===== config.mk =====
export PLATFORM = sky130hd
export DESIGN_NAME = wgs_status_words
export DESIGN_NICKNAME = d
export VERILOG_FILES = /design/src/pkg/wgs_pkg.sv /design/src/rtl/wgs_status_words.sv
export SDC_FILE = /design/constraint.sdc
export NUM_CORES = 1
export LEC_CHECK = 0
export ABC_AREA = 1
export BUFFER_PORTS_ARGS = -buffer_cell sky130_fd_sc_hd__buf_4
export CAP_MARGIN = 20
export CORE_MARGIN = 1.5
export CORE_UTILIZATION = 30
export DETAILED_ROUTE_END_ITERATION = 8
export PLACE_DENSITY = 0.48
export SLEW_MARGIN = 20
export SYNTH_ARGS = -nofsm -noshare
export SYNTH_HDL_FRONTEND = slang
export SYNTH_SLANG_ARGS = --single-unit

===== constraint.sdc =====
create_clock -name i_ref_clk -period 2.2 [get_ports i_ref_clk]
set_input_delay 0.33 -clock i_ref_clk [delete_from_list [all_inputs] [get_ports i_ref_clk]]
set_output_delay 0.33 -clock i_ref_clk [all_outputs]
set_load 0.01 [all_outputs]

===== src/pkg/wgs_pkg.sv =====
// Package of word indexes, field positions and types for the web guide status word bank.
package wgs_pkg;

	// ------------------------------------------------------------------
	// Word indexes of the process-data image read by the PLC
	// ------------------------------------------------------------------
	localparam logic [3:0] WORD_GUIDE_STATUS   = 4'h2;
	localparam logic [3:0] WORD_GUIDE_POINT    = 4'h3;
	localparam logic [3:0] WORD_COVERAGE_S1    = 4'h4;
	localparam logic [3:0] WORD_COVERAGE_S2    = 4'h5;
	localparam logic [3:0] WORD_QUALITY        = 4'h6;
	localparam logic [3:0] WORD_SPEED_ACCEL    = 4'h7;
	localparam logic [3:0] WORD_THREADS_S1     = 4'h8;
	localparam logic [3:0] WORD_THREADS_S2     = 4'h9;
	localparam logic [3:0] WORD_ACT_STROKE     = 4'hb;
	localparam logic [3:0] WORD_ACT_INFO       = 4'hc;
	localparam logic [3:0] WORD_CTRL_ACT       = 4'hd;
	localparam logic [3:0] WORD_WIDTH_UPPER    = 4'he;
	localparam logic [3:0] WORD_WIDTH_LOWER    = 4'hf;

	// ------------------------------------------------------------------
	// Field positions and fixed values
	// ------------------------------------------------------------------
	localparam int         STAT_HF_CLEAR_BIT   = 7;
	localparam int         STAT_MODE_LSB       = 8;
	localparam int         CTRL_MOTOR_POL_BIT  = 13;
	localparam int         CTRL_SC_POL_BIT     = 12;
	localparam int         CTRL_LOCK_BIT       = 11;
	localparam int         CTRL_LIMIT_BIT      = 10;
	localparam int         CTRL_SC_EN_BIT      = 9;
	localparam int         CTRL_ERR_POL_BIT    = 8;
	localparam logic [1:0] PAGE_VERIFY         = 2'h3;
	localparam logic [7:0] PAGE_ACTUATOR       = 8'h01;
	localparam logic [7:0] POS_REVERSED_OFS    = 8'h80;
	localparam logic [15:0] WORD_RESET         = 16'h0000;
	localparam logic [4:0] DIV_STEPS           = 5'h10;

	// ------------------------------------------------------------------
	// Types
	// ------------------------------------------------------------------
	typedef enum logic [0:0] {
		DIV_IDLE = 1'b0,
		DIV_RUN  = 1'b1
	} wgs_div_state_t;

	// Per-sensor line scanner and mean-width divider state.
	typedef struct packed {
		logic [15:0]    acc_cov;
		logic [15:0]    acc_thr;
		logic           prev;
		logic [15:0]    cov;
		logic [15:0]    thr;
		logic [15:0]    mean;
		logic [15:0]    quo;
		logic [16:0]    rem;
		logic [15:0]    dvs;
		logic [4:0]     cnt;
		wgs_div_state_t div;
	} wgs_sns_t;

endpackage


===== src/rtl/wgs_status_words.sv =====
// Read-only bank of process-data status words sent from the web guide to the PLC.
`timescale 1ns/1ps

// Functional notes
// - Coverage is the sum of web widths seen in one captured line.
// - Coverage counts web pixels, so gaps equal pixel count minus coverage.
// - Coverage is raw per line; the filter setting never touches it.
// - Quality word: sensor one in high byte, sensor two in low byte.
// - Status bits 0..6 report panel, driver, fault, disturbance, traction, misalign, extreme.
// - Status bit 7 is low while a high-frequency disturbance is present.
// - Status bits 8..12 report auto, jog left, jog right, centering, good guiding.
// - Guide point word is the current signed offset, local or remote.
// - Word 7 high byte is actuator speed percent, 0 to 100.
// - Word 7 low byte is actuator acceleration percent, 0 to 100.
// - Each sensor has a word with its count of separate threads.
// - Actuator information appears only while the PLC page select equals 1.
// - Pitch is 8 bits at 0.25 mm; stroke is 7 bits at 5 mm.
// - Page words carry bits 15 and 14 set; zero means page rejected.
// - Position byte is 0..100 normal polarity, 128..228 reversed.
// - Bit 13 motor polarity, bit 12 servo-center polarity, 1 meaning normal.
// - Normal polarity extends on jog right; reversed polarity swaps directions.
// - Bits 11..9 show lock, limits, centering enables; bit 8 error polarity.
// - In width mode words 14 and 15 form one 32-bit count, upper first.
// - Width includes taught compensation and is valid only after teaching.
// - With the filter on, width mode reports the filtered width.
// - Outside width mode words 14 and 15 are raw per-sensor mean widths.
module wgs_status_words #(
	parameter int NUM_SENSORS = 2                  // Sensors feeding the bank.
) (
	input  wire logic                   i_ref_clk,        // 100 MHz clock.
	input  wire logic                   i_rst_n,          // Asynchronous reset, active low.
	// PLC side of the image.
	input  wire logic [3:0]             i_rd_idx,         // Word index being read.
	input  wire logic [7:0]             i_page_sel,       // Page number from PLC command word.
	output logic [15:0]                 o_rd_data,        // Word contents, one cycle later.
	// Sensor pixel streams, one lane per sensor.
	input  wire logic [NUM_SENSORS-1:0] i_pix_valid,      // Pixel present this cycle.
	input  wire logic [NUM_SENSORS-1:0] i_pix_web,        // Pixel is covered by web.
	input  wire logic [NUM_SENSORS-1:0] i_pix_first,      // First pixel of a line.
	input  wire logic [NUM_SENSORS-1:0] i_pix_last,       // Last pixel of a line.
	input  wire logic [7:0]             i_quality_s1,     // Sensor one quality factor.
	input  wire logic [7:0]             i_quality_s2,     // Sensor two quality factor.
	// Guide state.
	input  wire logic [6:0]             i_guide_flags,    // Panel, driver, fault and alarms.
	input  wire logic                   i_hf_disturb,     // High-frequency disturbance seen.
	input  wire logic [4:0]             i_guide_mode,     // Auto, jogs, centering, good.
	input  wire logic [15:0]            i_guide_point,    // Signed guide point offset.
	input  wire logic [6:0]             i_speed_pct,      // Actuator speed percent.
	input  wire logic [6:0]             i_accel_pct,      // Actuator acceleration percent.
	// Actuator settings.
	input  wire logic [7:0]             i_act_pitch,      // Pitch in 0.25 mm counts.
	input  wire logic [6:0]             i_act_stroke,     // Stroke in 5 mm counts.
	input  wire logic [6:0]             i_act_pos_pct,    // Actuator position percent.
	input  wire logic                   i_motor_pol_norm, // Motor polarity normal.
	input  wire logic                   i_sc_pol_norm,    // Servo-center polarity normal.
	input  wire logic                   i_lock_lost_en,   // Lock on lost edge enabled.
	input  wire logic                   i_limit_en,       // Limit switches enabled.
	input  wire logic                   i_sc_en,          // Servo centering enabled.
	input  wire logic                   i_err_pol_rev,    // Error polarity reversed.
	// Width measurement.
	input  wire logic                   i_width_mode,     // Report width instead of means.
	input  wire logic                   i_width_taught,   // Nominal width has been taught.
	input  wire logic                   i_filter_en,      // Measurement filter enabled.
	input  wire logic [31:0]            i_width_raw,      // Raw width in pixels.
	input  wire logic [31:0]            i_width_filt,     // Filtered width in pixels.
	input  wire logic [31:0]            i_width_comp,     // Taught compensation in pixels.
	// Actuator drive.
	output logic                        o_act_extend,     // Drive actuator outward.
	output logic                        o_act_retract     // Drive actuator inward.
);

	// ------------------------------------------------------------------
	// State
	// ------------------------------------------------------------------
	typedef struct packed {
		wgs_pkg::wgs_sns_t [NUM_SENSORS-1:0] sns;
		logic [31:0]                         width;
		logic [15:0]                         rd_data;
		logic                                extend;
		logic                                retract;
	} wgs_state_t;

	wgs_state_t state_q;
	wgs_state_t state_d;

	// Combinational views shared by the read mux.
	logic        page_ok;
	logic [15:0] stat_word;
	logic [15:0] ctrl_word;
	logic [7:0]  pos_byte;
	logic [31:0] width_src;

	// ------------------------------------------------------------------
	// Word assembly
	// ------------------------------------------------------------------

	// Page match gates every page-selected word.
	assign page_ok = (i_page_sel == wgs_pkg::PAGE_ACTUATOR);

	// Guide status word; bit 7 uses inverted sense and the top bits stay zero.
	assign stat_word = {3'h0,
	                    i_guide_mode,
	                    ~i_hf_disturb,
	                    i_guide_flags};

	// Position byte is shifted up by the reversed offset when polarity is reversed.
	assign pos_byte = i_motor_pol_norm ? {1'b0, i_act_pos_pct}
	                                   : (wgs_pkg::POS_REVERSED_OFS | {1'b0, i_act_pos_pct});

	// Controller and actuator word with its verification bits.
	always_comb begin
		ctrl_word = {wgs_pkg::PAGE_VERIFY, 14'h0000};
		ctrl_word[wgs_pkg::CTRL_MOTOR_POL_BIT] = i_motor_pol_norm;
		ctrl_word[wgs_pkg::CTRL_SC_POL_BIT]    = i_sc_pol_norm;
		ctrl_word[wgs_pkg::CTRL_LOCK_BIT]      = i_lock_lost_en;
		ctrl_word[wgs_pkg::CTRL_LIMIT_BIT]     = i_limit_en;
		ctrl_word[wgs_pkg::CTRL_SC_EN_BIT]     = i_sc_en;
		ctrl_word[wgs_pkg::CTRL_ERR_POL_BIT]   = i_err_pol_rev;
		ctrl_word[7:0]                         = pos_byte;
	end

	// Filtered or raw width is chosen before the compensation is added.
	assign width_src = i_filter_en ? i_width_filt : i_width_raw;

	// ------------------------------------------------------------------
	// Next-state logic
	// ------------------------------------------------------------------

	// Scans each sensor line, divides for the mean width and builds the read word.
	always_comb begin
		logic [15:0] base_cov;
		logic [15:0] base_thr;
		logic [15:0] new_cov;
		logic [15:0] new_thr;
		logic        rise;
		logic [16:0] trial;
		base_cov = 16'h0000;
		base_thr = 16'h0000;
		new_cov  = 16'h0000;
		new_thr  = 16'h0000;
		rise     = 1'b0;
		trial    = 17'h00000;
		state_d  = state_q;

		for (int s = 0; s < NUM_SENSORS; s++) begin
			// Line scanner: web pixels sum the widths, rising edges count threads.
			if (i_pix_valid[s]) begin
				base_cov = i_pix_first[s] ? 16'h0000 : state_q.sns[s].acc_cov;
				base_thr = i_pix_first[s] ? 16'h0000 : state_q.sns[s].acc_thr;
				rise     = i_pix_web[s] && (i_pix_first[s] || !state_q.sns[s].prev);
				new_cov  = base_cov + {15'h0000, i_pix_web[s]};
				new_thr  = base_thr + {15'h0000, rise};
				state_d.sns[s].acc_cov = new_cov;
				state_d.sns[s].acc_thr = new_thr;
				state_d.sns[s].prev    = i_pix_web[s];
				if (i_pix_last[s]) begin
					// Raw per-line result, never passed through the filter.
					state_d.sns[s].cov = new_cov;
					state_d.sns[s].thr = new_thr;
					// A new line restarts the divider for the mean width.
					state_d.sns[s].quo = new_cov;
					state_d.sns[s].dvs = new_thr;
					state_d.sns[s].rem = 17'h00000;
					state_d.sns[s].cnt = 5'h00;
					state_d.sns[s].div = wgs_pkg::DIV_RUN;
				end
			end

			// Restoring divider, one quotient bit per cycle; a line end restarts it.
			if (!(i_pix_valid[s] && i_pix_last[s])) begin
				case (state_q.sns[s].div)
					wgs_pkg::DIV_IDLE: begin
						state_d.sns[s].div = wgs_pkg::DIV_IDLE;
					end
					wgs_pkg::DIV_RUN: begin
						if (state_q.sns[s].dvs == 16'h0000) begin
							// No threads seen: the mean is reported as zero.
							state_d.sns[s].mean = 16'h0000;
							state_d.sns[s].div  = wgs_pkg::DIV_IDLE;
						end else begin
							trial = {state_q.sns[s].rem[15:0], state_q.sns[s].quo[15]};
							state_d.sns[s].quo = {state_q.sns[s].quo[14:0], 1'b0};
							if (trial >= {1'b0, state_q.sns[s].dvs}) begin
								state_d.sns[s].rem    = trial - {1'b0, state_q.sns[s].dvs};
								state_d.sns[s].quo[0] = 1'b1;
							end else begin
								state_d.sns[s].rem = trial;
							end
							state_d.sns[s].cnt = state_q.sns[s].cnt + 5'h01;
							if (state_q.sns[s].cnt == wgs_pkg::DIV_STEPS - 5'h01) begin
								// Last step: publish the mean width.
								state_d.sns[s].mean = trial >= {1'b0, state_q.sns[s].dvs}
								                    ? {state_q.sns[s].quo[14:0], 1'b1}
								                    : {state_q.sns[s].quo[14:0], 1'b0};
								state_d.sns[s].div  = wgs_pkg::DIV_IDLE;
							end
						end
					end
					default: begin
						state_d.sns[s].div = wgs_pkg::DIV_IDLE;
					end
				endcase
			end
		end

		// Taught width with compensation; zero until a nominal width is taught.
		state_d.width = i_width_taught ? (width_src + i_width_comp) : 32'h00000000;

		// Jog direction follows motor polarity.
		state_d.extend  = i_motor_pol_norm ? i_guide_mode[2] : i_guide_mode[1];
		state_d.retract = i_motor_pol_norm ? i_guide_mode[1] : i_guide_mode[2];

		// Read multiplexer; unlisted words read as zero.
		case (i_rd_idx)
			wgs_pkg::WORD_GUIDE_STATUS: begin
				state_d.rd_data = stat_word;
			end
			wgs_pkg::WORD_GUIDE_POINT: begin
				state_d.rd_data = i_guide_point;
			end
			wgs_pkg::WORD_COVERAGE_S1: begin
				state_d.rd_data = state_q.sns[0].cov;
			end
			wgs_pkg::WORD_COVERAGE_S2: begin
				state_d.rd_data = state_q.sns[NUM_SENSORS-1].cov;
			end
			wgs_pkg::WORD_QUALITY: begin
				state_d.rd_data = {i_quality_s1, i_quality_s2};
			end
			wgs_pkg::WORD_SPEED_ACCEL: begin
				state_d.rd_data = {1'b0, i_speed_pct, 1'b0, i_accel_pct};
			end
			wgs_pkg::WORD_THREADS_S1: begin
				state_d.rd_data = state_q.sns[0].thr;
			end
			wgs_pkg::WORD_THREADS_S2: begin
				state_d.rd_data = state_q.sns[NUM_SENSORS-1].thr;
			end
			wgs_pkg::WORD_ACT_STROKE: begin
				state_d.rd_data = page_ok ? {wgs_pkg::PAGE_VERIFY, 7'h00, i_act_stroke}
				                          : wgs_pkg::WORD_RESET;
			end
			wgs_pkg::WORD_ACT_INFO: begin
				state_d.rd_data = page_ok ? {wgs_pkg::PAGE_VERIFY, 6'h00, i_act_pitch}
				                          : wgs_pkg::WORD_RESET;
			end
			wgs_pkg::WORD_CTRL_ACT: begin
				state_d.rd_data = page_ok ? ctrl_word : wgs_pkg::WORD_RESET;
			end
			wgs_pkg::WORD_WIDTH_UPPER: begin
				state_d.rd_data = i_width_mode ? state_q.width[31:16]
				                               : state_q.sns[0].mean;
			end
			wgs_pkg::WORD_WIDTH_LOWER: begin
				state_d.rd_data = i_width_mode ? state_q.width[15:0]
				                               : state_q.sns[NUM_SENSORS-1].mean;
			end
			default: begin
				state_d.rd_data = wgs_pkg::WORD_RESET;
			end
		endcase
	end

	// ------------------------------------------------------------------
	// State register
	// ------------------------------------------------------------------

	// All state clears to zero under reset.
	always_ff @(posedge i_ref_clk or negedge i_rst_n) begin
		if (!i_rst_n) begin
			state_q <= '0;
		end else begin
			state_q <= state_d;
		end
	end

	// Outputs come straight from the state register.
	assign o_rd_data     = state_q.rd_data;
	assign o_act_extend  = state_q.extend;
	assign o_act_retract = state_q.retract;

endmodule // wgs_status_words


After elaboration in Yosys (flattened, before gate mapping)
Cells that the tools add are included.

Add/sub/neg operators: 9. $lt $le $gt $ge: 2. Equal/unequal tests: 16. Multiplexer cells: 47. Bitwise logic cells: 5. Reduce and logical (&&, ||, !) cells: 16.

Operator list (count): $mux W55 (4); $mux W16 (13); $pmux W16 S13 (1); $mux W33 (6); $add A16 B1 Y16 (4); $mux W32 (2); $ge A17 B16 Y1 (2); $mux W17 (2); $sub A17 B16 Y17 (2); $add A32 B32 Y32 (1); $logic_not A16 Y1 (2); $eq A4 B4 Y1 const B (7); $mux W5 (4); $eq A4 B3 Y1 const B (4); $mux W6 (2); $add A5 B1 Y5 const B (2); $eq A5 B4 Y1 const B (2); $mux W1 (10); $eq A4 B2 Y1 const B (2); $eq A8 B1 Y1 const B (1); $mux W8 (1); $reduce_and A3 Y1 (2); $not A1 Y1 (5); $logic_and A1 B1 Y1 (4); other kinds (5) (10).

Flip-flop bits (word level): 290. Input bits: 208. Output and inout bits: 18. Word-level logic and storage cells: 119.

Logic depth before layout (Yosys ltp)
Gate-level depths: netlist of run 1.

Depth in word-level cells: 10. Mapped depth: 16. Mapped depth without buffers: 15.

Worst setup path before layout of run 1
OpenSTA, ideal clock, no wires.

Kind: input -> register. From: input i_filter_en. To: register state_q[40] (netlist bit). Library setup time: 0.115 ns. Data arrival time: 2.563 ns. Data required time: 2.085 ns. Path slack: -0.478 ns. Stages on the path: 14. Buffers on the path: 2. Path through: clkbuf_1 > clkbuf_1 > mux2_2 > fa_1 > nand2_1 > nand2_1 > o21ai_1 > o21ai_0 > nand2_1 > nand2_1 > a21oi_1 > nand2_1 > nand2_1 > nor2_1.

RTL lines: start: declaration (line wgs_status_words.sv:63) `input wire logic i_filter_en,`; end signal: assignment (line wgs_status_words.sv:273) `state_q <= state_d;`; end: declaration (line wgs_status_words.sv:83) `wgs_state_t state_q;`.

==> reports/qor.json, run 1 <==
{
  "layout.core_utilization_pct": 40.0,
  "final.setup_skew_ns": 0.0375,
  "first_global_vias": 19100,
  "gp_congestion": 0.929,
  "die-area_um2": 64900,
  "power_per_cell_area_nw_per_um2": 879,
  "synthesized_flop_and_latch_total": 288,
  "crit_type": "flip-flop to flip-flop",
  "num-nets-final": 3372,
  "fin_cells": 3958,
  "synthToLayoutAreaGrowth_pct": 32.2,
  "max_clock_freq_mhz": 479,
  "async_flop_share_pct": 100,
  "globalRouteTotalUtil_pct": 22.3,
  "edff_count_synth": 0,
  "synth_flop_type": "dfrtp_1",
  "cts_tree": "yes",
  "setup_ws_ns": 0.110,
  "critPathLaunchType": "flip-flop",
  "rsz_0062_raised_after_global_routing": "yes",
  "cts_buffers": 35,
  "accumulated_negative_setup_slack_ns": 0,
  "critical_register_to_register_path_endpoint": "state_q[213]$_DFF_PN0_",
  "routed-via-count": 19200,
  "placement.setup.worst_slack_ns": -0.586,
  "power.leakage_nw": 12.2,
  "hold_depth": 3,
  "timing.final.setup_violations": 0,
  "n_fill_cell": 6674,
  "path_category_of_the_worst_min_delay_check": "input port to flip-flop",
  "starting_density_of_the_core_pct": 30.3,
  "crit_path_capture_type": "flip-flop",
  "post_drt_wl_per_cell_um": 18.5,
  "synthesis.area_um2": 19000,
  "critical_path_peak_fanout": 6,
  "gr_ovfl_total": 0,
  "pin_count_of_the_biggest_net_entering_global_routing": 82,
  "post-dp-hpwl_mm": 58.3,
  "ff2ff_setup_slack_ns": 0.11,
  "seq_area_frac_synth_pct": 37.9,
  "antenna_violating_nets_post_route": 0,
  "cts-root-to-sink-buffers": 3,
  "syn_nets": 2952,
  "cts.htree.levels": 2,
  "first_iter_violations": 1422,
  "dr.pass1.iters": 5,
  "die_height_um": 255,
  "placement.io_buffers": 225,
  "avgViaCountPerCell": 4.85,
  "status": "completed",
  "critical_path_data_required_time_ns": 2.65,
  "totalWireLength_mm": 73.2,
  "yosys_warnings": 0,
  "synthesis.instances": 2666,
  "worst_slew_pin_slew_ns": 0.814,
  "clkTransAtPathRegs_ns": 0.06,
  "min_from": "i_pix_web[0]",
  "ios": 226,
  "grt_pass1_wl_mm": 110,
  "final_layout_size_suffix_gt1_share_pct": 23.7,
  "clock-sinks": 288,
  "maxCapViolCount": 0,
  "min_period_ns": 2.09,
  "max_slew_headroom_at_the_worst_pin_pct": 45.7,
  "clk-insertion-delay-late_ns": 0.55,
  "netlist-cell-type-count": 56,
  "drt_drc_violations_left": 0,
  "final_clock_period_utilization_by_the_worst_path_pct": 95.0,
  "final_cell_mix": "nand2_1 (739), buf_4 (478), inv_1 (315)",
  "slew_viol_final": 0,
  "dieWidth_um": 255,
  "reg2reg_from": "state_q[197]$_DFFE_PN0P_",
  "max-vdd-ir-drop_uv": 559,
  "layout.cells.most_common": "nand2_1",
  "placeableCoreArea_um2": 62900,
  "worstRegToRegCells": 13,
  "antenna_violations_before_repair": 14,
  "placed_cells_incl_taps": 3877,
  "worst_hold_path.endpoint": "state_q[153]$_DFFE_PN0P_",
  "core.rowCount": 92,
  "hold_viol": 0,
  "clockRootBuffer": "clkbuf_16",
  "syn-mean-instance-area_um2": 7.14,
  "cp.arrival_ns": 2.54
}
## layer usage
metal	share of wire, %	global-route usage (%)	up-vias
li1	-	-	9430
met1	45	29.5	9099
met2	46	37.0	529
met3	6.5	4.40	106
met4	2.3	5.61	26
met5	0.23	0	-
## worst max-delay path by stage
stage	start	slack [ns]	to
2_1_floorplan	i_filter_en	0.0005	state_q[40]$_DFF_PN0_
3_3_place_gp	i_filter_en	-0.58	state_q[37]$_DFF_PN0_
3_5_place_dp	i_filter_en	-0.59	state_q[37]$_DFF_PN0_
4_1_cts	state_q[199]$_DFFE_PN0P_	0.0006	state_q[213]$_DFF_PN0_
5_1_grt	state_q[57]$_DFFE_PN0P_	-0.02	state_q[82]$_DFF_PN0_
6_report	state_q[197]$_DFFE_PN0P_	0.11	state_q[213]$_DFF_PN0_
## synthesized netlist by cell type (10+ instances only)
cell / count / area share [%]
nand2_1: 751 / 15
inv_1: 331 / 6.5
dfrtp_1: 288 / 38
o21ai_0: 266 / 7.0
nor2_1: 252 / 5.0
nand3_1: 162 / 4.3
a21oi_1: 91 / 2.4
ha_1: 75 / 4.9
xor2_1: 48 / 2.2
nand4_1: 47 / 1.5
clkbuf_1: 46 / 0.91
nor3_1: 33 / 0.87
mux2_2: 31 / 1.8
buf_2: 28 / 0.74
xnor2_1: 26 / 1.2
buf_4: 23 / 0.91
a221oi_1: 17 / 0.78
o22ai_1: 14 / 0.46
nor2_2: 13 / 0.43
o21ai_1: 11 / 0.29
nand2_2: 10 / 0.33
## kinds of logic (layout without fill, tap and decap cells)
kind of cell / count (synthesis) / after routing / synth area share, %
AO/OA/AOI/OAI: 443 / 443 / 12.8
XOR/XNOR: 74 / 74 / 3.41
adder cells (fa/ha/maj): 78 / 78 / 5.25
buffers and inverters: 445 / 889 / 9.66
flip-flops: 288 / 288 / 37.9
multiplexers: 32 / 32 / 1.89
other: 0 / 1 / 0
AND/OR/NAND/NOR: 1306 / 1307 / 29.1
## critical path: stages, from the launching register on
cell	delay, ns
dfrtp_1	0.38
inv_1	0.17
ha_4	0.25
nand2_1	0.11
nor2_2	0.06
nand2_1	0.12
nor2_1	0.06
nor2_1	0.12
nand2_2	0.15
nor2_8	0.24
nand2_8	0.10
nor2_1	0.10
nor2_1	0.04
nor2_1	0.09
## through the flow
step                      area (um2)  hold slack (ns)  total power, W
after floorplan                19200           0.0344          0.0122
after CTS                      24500          0.00441          0.0216
final                          25100           0.0254          0.0221
after global placement         23300            0.248          0.0153
after global routing           25100           0.0274          0.0236
after detailed placement       23300            0.251          0.0154
## report_power, final
group / switching [W] / internal [W]
clock network: 0.00241 / 0.00358
registers: 0.000619 / 0.00621
logic: 0.00554 / 0.00373
## area by class of cell
cell class                      count  area [um2]  area share [%]
Tap cell                          846        1060            4.21
Multi-Input combinational cell   1934       10700            42.4
Antenna cell                        1        2.50         0.00995
Sequential cell                   288        7210            28.7
Inverter                          339        1280            5.10
Clock inverter                     11         128           0.508
Timing Repair Buffer              488        3750            14.9
Clock buffer                       51        1060            4.20
## flip-flops by register name, summed over array words and instances (netlist names)
name and flops:
o_act_retract 1, state_q 270, o_rd_data 16, o_act_extend 1
## repair_timing
action,in CTS,in global routing
gates resized for setup,4,105
cloned,1,0
endpoints found under the setup margin,9,52
buffers inserted,0,15
hold buffers,2,0
hold endpoints to repair,36,0
pin swaps,1,16
Note: power is estimated with default switching activity, not from simulation.
==> inputs of run 2 (changes only) <==
Settings changed: SETUP_SLACK_MARGIN from default to 0.4.
==> reports/qor.json, run 2 (synthesized netlist as in run 1, its figures left out) <==
{
  "starting_density_of_the_core_pct": 30.3,
  "dr.pass1.iters": 5,
  "crit_path_capture_type": "flip-flop",
  "pin_count_of_the_biggest_net_entering_global_routing": 73,
  "post-dp-hpwl_mm": 58.7,
  "final.setup_skew_ns": 0.0172,
  "placement.setup.worst_slack_ns": -0.500,
  "critPathLaunchType": "flip-flop",
  "clk-insertion-delay-late_ns": 0.56,
  "ff2ff_setup_slack_ns": 0.16,
  "gp_congestion": 0.904,
  "grt_pass1_wl_mm": 119,
  "num-nets-final": 3525,
  "cp.arrival_ns": 2.53,
  "gr_ovfl_total": 0,
  "hold_viol": 0,
  "largest_register_ffs": 270,
  "critical_register_to_register_path_endpoint": "state_q[217]$_DFF_PN0_",
  "dieWidth_um": 255,
  "die-area_um2": 64900,
  "ios": 226,
  "final_clock_period_utilization_by_the_worst_path_pct": 92.9,
  "crit_chain": "inv_1 > ha_4 > nand2_1 > nor2_1 > nand3_2 > nor2_2 > nor2_2 > nand2_4 > nor2_8 > buf_12 > nand3_2 > nand3_2 > nand2_1 > inv_1",
  "routed-via-count": 20300,
  "power_per_cell_area_nw_per_um2": 924,
  "critical_path_peak_fanout": 4,
  "drt_drc_violations_left": 0,
  "maxCapViolCount": 0,
  "final_layout_size_suffix_gt1_share_pct": 40.7,
  "max_clock_freq_mhz": 489,
  "timing.final.setup_violations": 0,
  "min_period_ns": 2.04,
  "critical-path-top-cell-by-count": "nand3_2",
  "cts_buffers": 36,
  "clkTransAtPathRegs_ns": 0.06,
  "totalWireLength_mm": 81.3,
  "first_iter_violations": 1388,
  "status": "completed",
  "worstRegToRegCells": 14,
  "antenna_violations_before_repair": 14,
  "placement.io_buffers": 225,
  "post_drt_wl_per_cell_um": 19.7,
  "accumulated_negative_setup_slack_ns": 0,
  "globalRouteTotalUtil_pct": 24.0,
  "die_height_um": 255,
  "cts-root-to-sink-buffers": 3,
  "placeableCoreArea_um2": 62900,
  "reg2reg_from": "state_q[240]$_DFF_PN0_",
  "worst_slew_pin_slew_ns": 0.723,
  "final_cell_mix": "nand2_1 (632), buf_4 (538), dfrtp_1 (284)",
  "power.leakage_nw": 13.8,
  "crit_type": "flip-flop to flip-flop",
  "cts.htree.levels": 2,
  "layout.cells.most_common": "nand2_1",
  "setup_ws_ns": 0.157,
  "timing.hold.ws_ns": 0.0277,
  "slew_viol_final": 0,
  "clockRootBuffer": "clkbuf_16",
  "regMostFlops": "state_q",
  "antenna_violating_nets_post_route": 0,
  "fin_total_pwr_w": 0.0274,
  "avgViaCountPerCell": 4.93,
  "path_category_of_the_worst_min_delay_check": "input port to flip-flop",
  "cts_tree": "yes",
  "rsz_0062_raised_after_global_routing": "yes",
  "cp-endpoint": "state_q[217]$_DFF_PN0_",
  "crit_start": "state_q[240]$_DFF_PN0_",
  "max-vdd-ir-drop_uv": 557,
  "synthToLayoutAreaGrowth_pct": 56.0,
  "clock-sinks": 288,
  "critPathSlowestCell": "dfrtp_1",
  "critical_path_data_required_time_ns": 2.69,
  "core.rowCount": 92,
  "first_global_vias": 19900,
  "critical_path.max_stage_delay_ns": 0.36,
  "max_slew_headroom_at_the_worst_pin_pct": 51.7
}
## run 2: per-stage QoR
| step | util (%) | instances | area, um2 |
|---|---|---|---|
| after floorplan | - | 2666 | 19600 |
| after global placement | 37.4 | 3855 | 23500 |
| after detailed placement | 37.4 | 3855 | 23500 |
| after CTS | 43.5 | 4043 | 27300 |
| after global routing | 47.2 | 4112 | 29700 |
| final | 47.2 | 4117 | 29700 |
## run 2: where the power goes
group | switching, W | internal [W] | leakage (nW) | total, W
Sequential | 0.000706 | 0.00620 | 3.86 | 0.00691
Clock | 0.00250 | 0.00372 | 0.583 | 0.00623
Combinational | 0.00778 | 0.00649 | 9.40 | 0.0143
Total | 0.0110 | 0.0164 | 13.8 | 0.0274
## run 2: area by class of cell
type	instances	area (um2)
Clock buffer	53	1030
Tap cell	846	1060
Sequential cell	288	7210
Timing Repair inverter	3	52.6
Fill cell	6235	33200
Clock inverter	12	179
Antenna cell	5	12.5
Timing Repair Buffer	636	5640
Multi-Input combinational cell	1935	13200
Inverter	339	1320
## run 2: worst min-delay path by stage
stage	start	to	slack, ns	depth (start not counted)
finish	i_act_stroke[1]	o_rd_data[1]$_DFF_PN0_	0.03	3
global route	i_act_stroke[6]	o_rd_data[6]$_DFF_PN0_	0.03	3
CTS	i_pix_web[0]	state_q[153]$_DFFE_PN0P_	0.005	3
detailed placement	i_rst_n	state_q[61]$_DFFE_PN0P_	0.32	1
global placement	i_rst_n	state_q[157]$_DFFE_PN0P_	0.32	1
floorplan	i_rst_n	o_act_extend$_DFF_PN0_	0.03	0
## run 2: layer usage
layer / GRT usage [%] / up-vias / wire, um
li1: - / 9748 / -
met5: 0 / - / 129
met2: 39.8 / 594 / 37900
met1: 32.1 / 9814 / 35700
met3: 5.17 / 115 / 5830
met4: 5.04 / 18 / 1740
## run 2: timing repair
action	CTS	global route
pin swaps	137	177
resized for setup	348	472
buffers inserted	104	57
cloned	14	12
hold buffers	5	0
endpoints found under the setup margin	161	177
hold endpoints to repair	54	0
## run 2: critical path: cells and delay by family (launching register included)
kind	cells	cell delay, ns
adders and majority gates	1	0.24
buffers and inverters	3	0.39
DFF	1	0.36
and+or+nand+nor	10	0.99
